### src/dispense_pkg.sv
package dispense_pkg;

    // Operating modes for the dispense sequencer.
    typedef enum logic [1:0] {
        MODE_CONTINUOUS = 2'h0,
        MODE_TIMED = 2'h1,
        MODE_EXTERNAL = 2'h2
    } run_mode_t;

    // Functions selectable for the two configurable inputs.
    typedef enum logic [1:0] {
        CFG_DEFAULT = 2'h0,
        CFG_VALVE_POWER = 2'h1,
        CFG_VALVE_PURGE = 2'h2
    } input_func_t;

    // Programmed timing, all in milliseconds except the count.
    typedef struct packed {
        logic [15:0] pulse_ms;
        logic [15:0] cycle_ms;
        logic [15:0] count;
        logic [6:0] done_ms;
    } dispense_cfg_t;

    // Temperatures in tenths of a degree C.
    typedef struct packed {
        logic [11:0] actual;
        logic [11:0] target;
        logic [11:0] window;
    } temp_info_t;

    localparam int CLK_HZ = 40_000_000;
    localparam int MS_PER_S = 1000;
    localparam int CYCLES_PER_MS = CLK_HZ / MS_PER_S;
    localparam logic [6:0] DONE_MS_DEFAULT = 7'h06;
    localparam logic [6:0] DONE_MS_MIN = 7'h01;
    localparam logic [6:0] DONE_MS_MAX = 7'h64;
    localparam logic [11:0] TEMP_WINDOW_DEFAULT = 12'h03c;
    localparam int SYNC_STAGES = 2;

endpackage

### src/ms_timer.sv
`timescale 1ns/1ps

// Counts a number of milliseconds after a start pulse and flags the end.
module ms_timer
    import dispense_pkg::*;
#(
    parameter int TICKS_PER_MS = CYCLES_PER_MS
)
(
    input wire logic CLK,
    input wire logic ARST_N,
    input wire logic start,
    input wire logic [15:0] ms,
    output logic busy,
    output logic done
);

    logic [15:0] tick_q;
    logic [15:0] ms_q;

    ////////////////////////////////////////////////////////////////////////
    // A zero length still takes one millisecond so the sequence advances.
    always_ff @(posedge CLK or negedge ARST_N)
    begin
        if (!ARST_N)
        begin
            tick_q <= 16'h0000;
            ms_q <= 16'h0000;
            busy <= 1'b0;
            done <= 1'b0;
        end
        else
        begin
            done <= 1'b0;
            if (start)
            begin
                tick_q <= 16'h0000;
                ms_q <= (ms == 16'h0000) ? 16'h0001 : ms;
                busy <= 1'b1;
            end
            else if (busy)
            begin
                if (tick_q == 16'(TICKS_PER_MS - 1))
                begin
                    tick_q <= 16'h0000;
                    ms_q <= ms_q - 16'h0001;
                    if (ms_q == 16'h0001)
                    begin
                        busy <= 1'b0;
                        done <= 1'b1;
                    end
                end
                else
                begin
                    tick_q <= tick_q + 16'h0001;
                end
            end
        end
    end

endmodule

### src/dispense_trigger_io.sv
`timescale 1ns/1ps

module dispense_trigger_io
    import dispense_pkg::*;
#(
    parameter int TICKS_PER_MS = CYCLES_PER_MS
)
(
    input wire logic CLK,
    input wire logic ARST_N,
    input wire logic INITIATE_VOLTAGE_IN,
    input wire run_mode_t MODE,
    input wire dispense_cfg_t CFG,
    input wire logic [15:0] EXT_OPEN_MS,
    input wire temp_info_t TEMP,
    input wire logic CFG_IN1,
    input wire logic CFG_IN2,
    input wire input_func_t IN1_FUNC,
    input wire input_func_t IN2_FUNC,
    input wire logic ALARM_EVENT,
    input wire logic ACTUATOR_OVER_TEMP,
    input wire logic CONTROLLER_ON,
    output logic VALVE_OPEN,
    output logic DISPENSE_DONE,
    output logic TEMP_REACHED,
    output logic ERROR_N,
    output logic OVER_TEMP_OK_N,
    output logic POWER_STATUS,
    output logic HEATER_ENABLE,
    output logic VALVE_POWER,
    output logic VALVE_PURGE,
    output logic ERROR_RESET
);

    typedef enum logic [1:0] {
        ST_IDLE = 2'b00,
        ST_OPEN = 2'b01,
        ST_GAP = 2'b11
    } seq_state_t;

    seq_state_t state_q;
    logic [SYNC_STAGES-1:0] sync_q;
    logic init_prev_q;
    logic init_rise;
    logic init_level;
    logic [15:0] left_q;
    logic [15:0] cycle_hold_q;
    logic alarm_q;
    logic clear_req;
    logic t_start;
    logic [15:0] t_ms;
    logic t_busy;
    logic t_done;
    logic d_start;
    logic d_busy;
    logic d_done;
    logic [6:0] done_ms;

    ////////////////////////////////////////////////////////////////////////
    // Two-stage synchroniser; only the last stage feeds the edge detector.
    always_ff @(posedge CLK or negedge ARST_N)
    begin
        if (!ARST_N)
        begin
            sync_q <= '0;
            init_prev_q <= 1'b0;
        end
        else
        begin
            sync_q <= {sync_q[SYNC_STAGES-2:0], INITIATE_VOLTAGE_IN};
            init_prev_q <= sync_q[SYNC_STAGES-1];
        end
    end

    // Bounce is not filtered; a bouncing input would start extra cycles.
    assign init_level = sync_q[SYNC_STAGES-1];
    assign init_rise = init_level & ~init_prev_q;

    ////////////////////////////////////////////////////////////////////////
    // Timer loads: open time, then, outside MODE_EXTERNAL, gap for the rest of the cycle.
    always_comb
    begin
        t_start = 1'b0;
        t_ms = CFG.pulse_ms;
        unique case (state_q)
            ST_IDLE:
            begin
                if (MODE == MODE_CONTINUOUS)
                    t_start = init_level;
                else
                    t_start = init_rise;
                if (MODE == MODE_EXTERNAL)
                    t_ms = EXT_OPEN_MS;
            end
            ST_OPEN:
            begin
                t_start = t_done && (MODE != MODE_EXTERNAL);
                t_ms = (cycle_hold_q > CFG.pulse_ms) ?
                    cycle_hold_q - CFG.pulse_ms : 16'h0001;
            end
            ST_GAP:
            begin
                t_start = t_done && ((MODE == MODE_CONTINUOUS) ?
                    init_level : (left_q > 16'h0001));
            end
        endcase
    end

    ms_timer #(.TICKS_PER_MS(TICKS_PER_MS)) u_timer (
        .CLK(CLK),
        .ARST_N(ARST_N),
        .start(t_start),
        .ms(t_ms),
        .busy(t_busy),
        .done(t_done)
    );

    ////////////////////////////////////////////////////////////////////////
    // Dispense sequencer.  The count is sampled at start of a burst.
    always_ff @(posedge CLK or negedge ARST_N)
    begin
        if (!ARST_N)
        begin
            state_q <= ST_IDLE;
            left_q <= 16'h0000;
            cycle_hold_q <= 16'h0000;
        end
        else
        begin
            unique case (state_q)
                ST_IDLE:
                begin
                    if (t_start)
                    begin
                        state_q <= ST_OPEN;
                        cycle_hold_q <= CFG.cycle_ms;
                        left_q <= (CFG.count == 16'h0000) ?
                            16'h0001 : CFG.count;
                    end
                end
                ST_OPEN:
                begin
                    if (t_done)
                        state_q <= (MODE == MODE_EXTERNAL) ? ST_IDLE : ST_GAP;
                end
                ST_GAP:
                begin
                    if (t_done)
                    begin
                        if (t_start)
                        begin
                            state_q <= ST_OPEN;
                            if (MODE == MODE_TIMED)
                                left_q <= left_q - 16'h0001;
                        end
                        else
                        begin
                            state_q <= ST_IDLE;
                        end
                    end
                end
                default:
                begin
                    state_q <= ST_IDLE;
                end
            endcase
        end
    end

    // Valve opens only while the open phase timer runs.
    always_ff @(posedge CLK or negedge ARST_N)
    begin
        if (!ARST_N)
            VALVE_OPEN <= 1'b0;
        else
            VALVE_OPEN <= (state_q == ST_OPEN) && !t_done;
    end

    ////////////////////////////////////////////////////////////////////////
    // End-of-dispense pulse after each deposit, length clamped to 1..100.
    assign done_ms = (CFG.done_ms < DONE_MS_MIN) ? DONE_MS_MIN :
        (CFG.done_ms > DONE_MS_MAX) ? DONE_MS_MAX : CFG.done_ms;
    assign d_start = (state_q == ST_OPEN) && t_done;

    ms_timer #(.TICKS_PER_MS(TICKS_PER_MS)) u_done (
        .CLK(CLK),
        .ARST_N(ARST_N),
        .start(d_start),
        .ms({9'h000, done_ms}),
        .busy(d_busy),
        .done(d_done)
    );

    always_ff @(posedge CLK or negedge ARST_N)
    begin
        if (!ARST_N)
            DISPENSE_DONE <= 1'b0;
        else
            DISPENSE_DONE <= d_busy && !d_done;
    end

    ////////////////////////////////////////////////////////////////////////
    // Configurable inputs; high means on for power and purge.
    assign clear_req = (IN1_FUNC == CFG_DEFAULT) && CFG_IN1;

    always_ff @(posedge CLK or negedge ARST_N)
    begin
        if (!ARST_N)
        begin
            VALVE_POWER <= 1'b0;
            VALVE_PURGE <= 1'b0;
            HEATER_ENABLE <= 1'b0;
            ERROR_RESET <= 1'b0;
        end
        else
        begin
            ERROR_RESET <= clear_req;
            VALVE_POWER <= (IN1_FUNC == CFG_VALVE_POWER && CFG_IN1) ||
                (IN2_FUNC == CFG_VALVE_POWER && CFG_IN2);
            VALVE_PURGE <= (IN1_FUNC == CFG_VALVE_PURGE && CFG_IN1) ||
                (IN2_FUNC == CFG_VALVE_PURGE && CFG_IN2);
            HEATER_ENABLE <= (IN2_FUNC != CFG_DEFAULT) || !CFG_IN2;
        end
    end

    ////////////////////////////////////////////////////////////////////////
    // Latched alarm: a new event in the clearing cycle wins over the clear.
    always_ff @(posedge CLK or negedge ARST_N)
    begin
        if (!ARST_N)
            alarm_q <= 1'b0;
        else if (ALARM_EVENT)
            alarm_q <= 1'b1;
        else if (clear_req)
            alarm_q <= 1'b0;
    end

    // Status outputs, registered so the pins never glitch.
    always_ff @(posedge CLK or negedge ARST_N)
    begin
        if (!ARST_N)
        begin
            TEMP_REACHED <= 1'b0;
            ERROR_N <= 1'b1;
            OVER_TEMP_OK_N <= 1'b1;
            POWER_STATUS <= 1'b0;
        end
        else
        begin
            // Sums carry one extra bit so a wide window cannot wrap.
            TEMP_REACHED <= ({1'b0, TEMP.actual} + {1'b0, TEMP.window} >=
                {1'b0, TEMP.target}) &&
                ({1'b0, TEMP.actual} <= {1'b0, TEMP.target} +
                {1'b0, TEMP.window});
            ERROR_N <= !(alarm_q || ALARM_EVENT);
            OVER_TEMP_OK_N <= !ACTUATOR_OVER_TEMP;
            POWER_STATUS <= CONTROLLER_ON;
        end
    end

endmodule

### config.mk
export PLATFORM = sky130hd
export DESIGN_NAME = dispense_trigger_io
export DESIGN_NICKNAME = d
export VERILOG_FILES = /design/src/dispense_pkg.sv /design/src/ms_timer.sv /design/src/dispense_trigger_io.sv
export SDC_FILE = /design/constraint.sdc
export NUM_CORES = 1
export LEC_CHECK = 0
export ABC_AREA = 1
export BUFFER_PORTS_ARGS = -buffer_cell sky130_fd_sc_hd__clkbuf_2
export CAP_MARGIN = 20
export CORE_ASPECT_RATIO = 0.5
export CORE_MARGIN = 5
export CORE_UTILIZATION = 25
export CTS_CLUSTER_DIAMETER = 100
export CTS_CLUSTER_SIZE = 12
export DETAILED_ROUTE_END_ITERATION = 7
export GPL_TIMING_DRIVEN = 1
export MAX_ROUTING_LAYER = met4
export PLACE_DENSITY = 0.48
export SLEW_MARGIN = 10
export SYNTH_ARGS = -nofsm -noshare
export SYNTH_HDL_FRONTEND = slang
export SYNTH_HIERARCHICAL = 1
export SYNTH_SLANG_ARGS = --single-unit
export TNS_END_PERCENT = 5
### constraint.sdc
create_clock -name CLK -period 3 [get_ports CLK]
set_input_delay 0.3 -clock CLK [delete_from_list [all_inputs] [get_ports CLK]]
set_output_delay 0.3 -clock CLK [all_outputs]
set_load 0.005 [all_outputs]
==> impl_metrics.json, run 1 <==
{
  "antenna_cells": 0,
  "worst-r2r-setup-slack_ps": 290,
  "min-delay-start": "IN1_FUNC[1]",
  "mostFrequentLayoutCell": "nand2_1",
  "core_area_um2": 39200,
  "hold_viol_final": 0,
  "start_kind": "flip-flop",
  "p_leak_nw": 6.21,
  "cts_buffers": 17,
  "grt_usage_pct": 13.1,
  "hold_end": "ERROR_RESET$_DFF_PN0_",
  "avgViaCountPerCell": 4.38,
  "top_level_ports": 131,
  "wl_per_cell_um": 12.7,
  "critPathMaxStageDelay_ps": 420,
  "cts.sinks": 116,
  "slowest_stage": "fa_2",
  "dpl.hpwl_um": 22000,
  "cts-root-buf": "clkbuf_16",
  "grt_antenna_before_repair": 0,
  "die_height_um": 152,
  "drive_gt1_share_pct": 15.9,
  "fin_nets": 1852,
  "syn_area_per_cell_um2": 6.70,
  "layout_common_cells": "436 x nand2_1, 199 x nor2_1, 179 x inv_1",
  "grt_setup_unrepaired": "no",
  "initial_utilization_pct": 25.6,
  "synth-seq-cells": 116,
  "drt_first_pass_iters": 5,
  "drtAntennaViolNets": 0,
  "netlist_instances": 1498,
  "drt-total-wl_um": 27800,
  "use_met3_pct": 2.08,
  "cts_tree": "done",
  "synth_edf_count": 0,
  "clk_pin_slew_ps": 60,
  "required_ps": 3330,
  "grt_pass1_wl_um": 46600,
  "ys.flop_type": "dfrtp_1",
  "postLayoutCoreUtil_pct": 30.7,
  "r2r-end": "u_timer/ms_q[0]$_DFFE_PN0P_",
  "fin_skew_ps": 11.0,
  "worstSetupPathType": "flip-flop to flip-flop",
  "die-area_um2": 44500,
  "cts.path.max_buffers": 2,
  "num_vias": 9639,
  "maxCapViolCount": 0,
  "crit_chain": "inv_1 > ha_1 > inv_1 > fa_2 > nand3_2 > nand2_2 > nand2_1 > nand2_2 > nand2_1 > nand3_2 > nand3_2 > buf_4 > nor2_1 > nand2_1 > nand2_1 > nor2_1 > nand2_1 > nor2_2 > nand2_1 > nand3b_1 > nand3_1 > o21ai_0",
  "slew_headroom_pct": 51.1,
  "grt.met1_usage_pct": 15.8,
  "cp.arrival_ps": 3040,
  "grt_pass1_vias": 9676,
  "status": "complete, no violations",
  "slew_viol_final": 0,
  "min_path_cells": 2,
  "io_buffers": 130,
  "setup_tns_ps": 0,
  "grt.busiest_layer": "met2",
  "ir_worst_vdd_mv": 0.322,
  "area_delta_synth_final_pct": 20.2,
  "ys_warn_count": 6,
  "path_max_fanout": 6,
  "timing.rr.start": "cycle_hold_q[0]$_DFFE_PN0P_",
  "gr-total-overflow": 0,
  "synth_area_um2": 10000,
  "crit_path_end_kind": "flip-flop",
  "gp_congestion": 0.852,
  "min_path_type": "input pin to flip-flop",
  "synth.distinct_cells": 50,
  "met2_usage_pct": 23.4,
  "r2r_cells": 22,
  "yosysSeqAreaShare_pct": 29.0,
  "clock.fmax_mhz": 368,
  "rows": 51,
  "clk_latency_ps": 420,
  "drt_iter0_markers": 687,
  "worst_slew_pin_slew_ps": 731,
  "crit_top_cell": "nand2_1",
  "cts-htree-levels": 4,
  "ys_async_sr_fraction_pct": 100,
  "setup_violations": 0,
  "period_needed_ps": 2710,
  "drc": 0,
  "grt_max_degree": 50,
  "die_x_um": 293,
  "finalCritPeriodShare_pct": 90.5,
  "power.density_nw_per_um2": 376
}
worst max-delay path by stage:
| stage | startpoint | cells past startpoint | end |
|---|---|---|---|
| after floorplan | TEMP[0] | 19 | TEMP_REACHED$_DFF_PN0_ |
| after global placement | TEMP[12] | 21 | TEMP_REACHED$_DFF_PN0_ |
| after detailed placement | TEMP[12] | 21 | TEMP_REACHED$_DFF_PN0_ |
| after CTS | cycle_hold_q[0]$_DFFE_PN0P_ | 22 | u_timer/ms_q[0]$_DFFE_PN0P_ |
| after global routing | cycle_hold_q[0]$_DFFE_PN0P_ | 22 | u_timer/ms_q[0]$_DFFE_PN0P_ |
| final | cycle_hold_q[0]$_DFFE_PN0P_ | 22 | u_timer/ms_q[0]$_DFFE_PN0P_ |
metal layers:
metal / part of all wire [%] / vias to the layer above
met5: 0 / -
met4: 1.2 / 0
met3: 2.0 / 17
met2: 50 / 94
met1: 47 / 4392
li1: - / 5136
power by group:
part / total, mW / internal (mW) / switching, mW / leakage [nW]
sequential: 1.58 / 1.58 / 0.00343 / 1.39
clock: 2.22 / 1.44 / 0.781 / 0.300
combinational: 0.728 / 0.298 / 0.430 / 4.52
total: 4.53 / 3.31 / 1.21 / 6.21
Yosys cell counts (6+ instances only):
cell type,instances,area (um2)
a21oi_1,78,390
nand4_1,21,131
inv_1,179,672
ha_1,72,901
xnor2_1,21,184
nor3_1,25,125
nand2_1,438,1640
a31oi_1,6,37.5
nand3_1,91,455
xor2_1,24,210
o21ai_1,8,40.0
o21bai_1,6,45.0
nor2_4,6,67.6
buf_2,9,45.0
buf_6,9,101
nor2_2,10,62.6
o21ai_2,25,219
nor2_1,201,754
inv_2,13,48.8
o21ai_0,56,280
nand2_2,8,50.1
a22oi_1,9,67.6
clkbuf_1,6,22.5
dfrtp_1,114,2850
nor4_1,6,37.5
stage by stage:
stage / cell area, um2 / hold slack (ps) / setup WS (ps) / std cells / total power, mW
3_3_place_gp: 11300 / 328 / 61.2 / 2161 / 2.34
4_1_cts: 12000 / 32.5 / 205 / 2198 / 4.61
3_5_place_dp: 11300 / 325 / 47.5 / 2161 / 2.34
5_1_grt: 12100 / 34.1 / 1.69 / 2199 / 4.77
2_1_floorplan: 10100 / 4.41 / 447 / 1515 / 2.05
6_report: 12100 / 59.5 / 285 / 2199 / 4.53
cell type report:
class / count / area, um2
clock buffers: 21 / 460
clock inverters: 11 / 174
fillers: 4367 / 27200
inverters: 193 / 727
multi-input cells: 1175 / 6280
flip-flops and latches: 116 / 2910
well taps: 530 / 663
repair buffers: 153 / 851
flip-flops by register name (all words and copies together) (netlist names), 2 cells and up:
name,flops
cycle_hold_q,16
left_q,16
state_q,2
sync_q,2
u_done/ms_q,16
u_done/tick_q,16
u_timer/ms_q,16
u_timer/tick_q,16
what timing repair did:
action,CTS,global route
endpoints found under the setup margin,0,1
buffers inserted,0,1
gates resized for setup,0,7
hold buffers,5,0
hold endpoints to repair,40,0
worst max-delay path: cells and delay by family, from the launching register on:
family                   cells  cell delay [ps]
AO/OA/AOI/OAI                1              110
adder cells (fa/ha/maj)      2              580
buffers and inverters        3              290
flip-flops                   1              360
AND/OR/NAND/NOR             16             1300
cells by family (layout without fill, tap and decap cells):
logic type               Yosys count  after routing  synth area share, %
adder cells (fa/ha/maj)           75             75                 9.58
AND/OR/NAND/NOR                  825            825                 35.3
flip-flops                       116            116                 29.0
other                              1             18               0.0374
buffers and inverters            224            378                 9.38
multiplexers                       2              2                0.200
XOR/XNOR                          45             45                 3.93
AO/OA/AOI/OAI                    210            210                 12.6
Note: power is estimated with default switching activity, not from simulation.
==> run 2: changes to the inputs <==
Settings changed: CORE_MARGIN 5 to 1.5, CTS_BUF_LIST set to sky130_fd_sc_hd__clkbuf_16, SETUP_SLACK_MARGIN set to 0.4.
==> run 2 against run 1 <==
Net effect:
- register-to-register slack better by 280 ps
- first-iteration DRC count is 41% lower
- highest routed layer unchanged
- die area is 6.9% lower
- count of clock-buffer cells in the layout is 4 lower
- cell area is 1.7% higher
- sequential power hardly changed
- critical endpoint unchanged
==> impl_metrics.json, run 2 (synthesized netlist as in run 1, its figures left out) <==
{
  "num_vias": 9617,
  "rows": 51,
  "r2r_cells": 17,
  "initial_utilization_pct": 25.6,
  "cts_buffers": 17,
  "gp_congestion": 0.882,
  "switching_share_pct": 27.2,
  "status": "complete, no violations",
  "grt_pass1_wl_um": 46400,
  "cellInternalPower_mw": 3.26,
  "p_switching_mw": 1.22,
  "crit_path_end_kind": "flip-flop",
  "finalCritPeriodShare_pct": 81.1,
  "grt_max_degree": 53,
  "cts-root-buf": "clkbuf_16",
  "top_level_ports": 131,
  "core_area_um2": 39200,
  "cts.path.max_buffers": 2,
  "slew_headroom_pct": 49.8,
  "avgViaCountPerCell": 4.35,
  "io_buffers": 130,
  "grt_pass1_vias": 9517,
  "mostFrequentLayoutCell": "nand2_1",
  "maxCapViolCount": 0,
  "worstSetupPathType": "flip-flop to flip-flop",
  "drive_gt1_share_pct": 17.9,
  "path_max_fanout": 5,
  "cts_tree": "done",
  "grt_usage_pct": 14.3,
  "min_path_cells": 2,
  "wl_per_cell_um": 12.5,
  "hold_slack_ps": 63.0,
  "drc": 0,
  "place_inst": 2162,
  "p_leak_nw": 6.28,
  "gr-total-overflow": 0,
  "power.density_nw_per_um2": 366,
  "die-area_um2": 41400,
  "worst-r2r-setup-slack_ps": 570,
  "fin_nets": 1863,
  "min-delay-start": "IN1_FUNC[1]",
  "hold_end": "ERROR_RESET$_DFF_PN0_",
  "report.power.total_mw": 4.49,
  "area_delta_synth_final_pct": 22.3,
  "antenna_cells": 0,
  "die_height_um": 145,
  "cts-htree-levels": 4,
  "setup_tns_ps": 0,
  "start_kind": "flip-flop",
  "drt_iter0_markers": 402,
  "cts.sinks": 116,
  "clk_latency_ps": 420,
  "timing.rr.start": "cycle_hold_q[5]$_DFFE_PN0P_",
  "period_needed_ps": 2430,
  "finalNonFillerCells": 2210,
  "seqPwrFrac_pct": 35.3,
  "drt-total-wl_um": 27700,
  "worst_slew_pin_slew_ps": 752,
  "min_path_type": "input pin to flip-flop",
  "cp.arrival_ps": 2710,
  "grt_setup_unrepaired": "yes",
  "slew_viol_final": 0,
  "clkPwrFrac_pct": 48.4,
  "drtAntennaViolNets": 0,
  "setup_violations": 0,
  "dpl.hpwl_um": 21800,
  "required_ps": 3280,
  "drt_first_pass_iters": 5,
  "clock.fmax_mhz": 411,
  "clk_pin_slew_ps": 60,
  "die_x_um": 286,
  "fin_skew_ps": 8.57,
  "ir_worst_vdd_mv": 0.299,
  "combPwrFrac_pct": 16.3,
  "grt_antenna_before_repair": 0,
  "hold_viol_final": 0,
  "layout_common_cells": "433 x nand2_1, 198 x nor2_1, 176 x inv_1",
  "r2r-end": "u_timer/ms_q[0]$_DFFE_PN0P_"
}
run 2: changes by cell type in the layout (fill, tap and decap cells not counted), moves of 3 or more:
cell,delta
o21ai_0,-10
buf_4,+9
o21ai_1,+9
ha_1,-7
a21oi_1,-4
a21oi_2,+4
ha_2,+4
clkinv_1,+3
ha_4,+3
inv_1,-3
inv_2,+3
nand2_1,-3
nand3_1,-3
run 2: layout make-up:
class	count	area (um2)
multi-input cells	1175	6410
clock inverters	15	189
clock buffers	17	425
flip-flops and latches	116	2910
fillers	4369	27000
well taps	530	663
inverters	193	731
repair buffers	164	941
run 2: power groups by stage:
stage / Clock [mW] / Combinational (mW) / Sequential, mW
global route: 2.32 / 0.848 / 1.58
CTS: 2.25 / 0.733 / 1.58
global placement: 0 / 0.725 / 1.61
finish: 2.17 / 0.730 / 1.58
floorplan: 0 / 0.443 / 1.61
detailed placement: 0 / 0.722 / 1.61
run 2: through the flow:
stage / util, % / setup slack (ps) / instance area (um2)
after floorplan: - / 447 / 10100
final: 31.3 / 566 / 12300
after detailed placement: 28.9 / 61.9 / 11400
after CTS: 30.8 / 407 / 12100
after global placement: 28.9 / 73.5 / 11400
after global routing: 31.3 / 361 / 12300
run 2: critical path: stages (launching register included):
cell and delay (ps):
dfrtp_1 410, ha_2 400, nand2_1 110, nor2_1 190, nand2_1 90, nand2_2 90
nand2_2 70, nand3_4 70, nand3_4 90, buf_4 150, o21ai_1 170, nor2_1 70
nand2_1 80, nor2_2 40, nand2_1 50, nand3b_1 70, nand3_1 90, o21ai_1 60
run 2: how the worst max path moves through the flow:
stage,from,end,slack [ps],cells after the start
floorplan,TEMP[0],TEMP_REACHED$_DFF_PN0_,450,19
global placement,TEMP[0],TEMP_REACHED$_DFF_PN0_,70,21
CTS,cycle_hold_q[0]$_DFFE_PN0P_,u_timer/ms_q[0]$_DFFE_PN0P_,410,22
finish,cycle_hold_q[5]$_DFFE_PN0P_,u_timer/ms_q[0]$_DFFE_PN0P_,570,17
detailed placement,TEMP[0],TEMP_REACHED$_DFF_PN0_,60,21
global route,left_q[5]$_DFFE_PN0P_,u_timer/ms_q[14]$_DFFE_PN0P_,360,14
run 2: layer usage:
layer	part of all wire, %	vias to the layer above	wire length (um)	track usage, %
li1	-	5151	-	-
met1	47	4383	13100	17.1
met2	50	70	13800	25.5
met3	1.7	13	460	2.15
met4	0.96	0	265	3.51
met5	0	-	0	-
run 2: repair_timing:
| item | CTS | global route |
|---|---|---|
| hold endpoints to repair | 53 | 0 |
| pin swaps | 6 | 13 |
| hold buffers | 5 | 0 |
| setup endpoints to repair | 1 | 22 |
| buffers inserted | 3 | 8 |
| gates resized for setup | 12 | 39 |
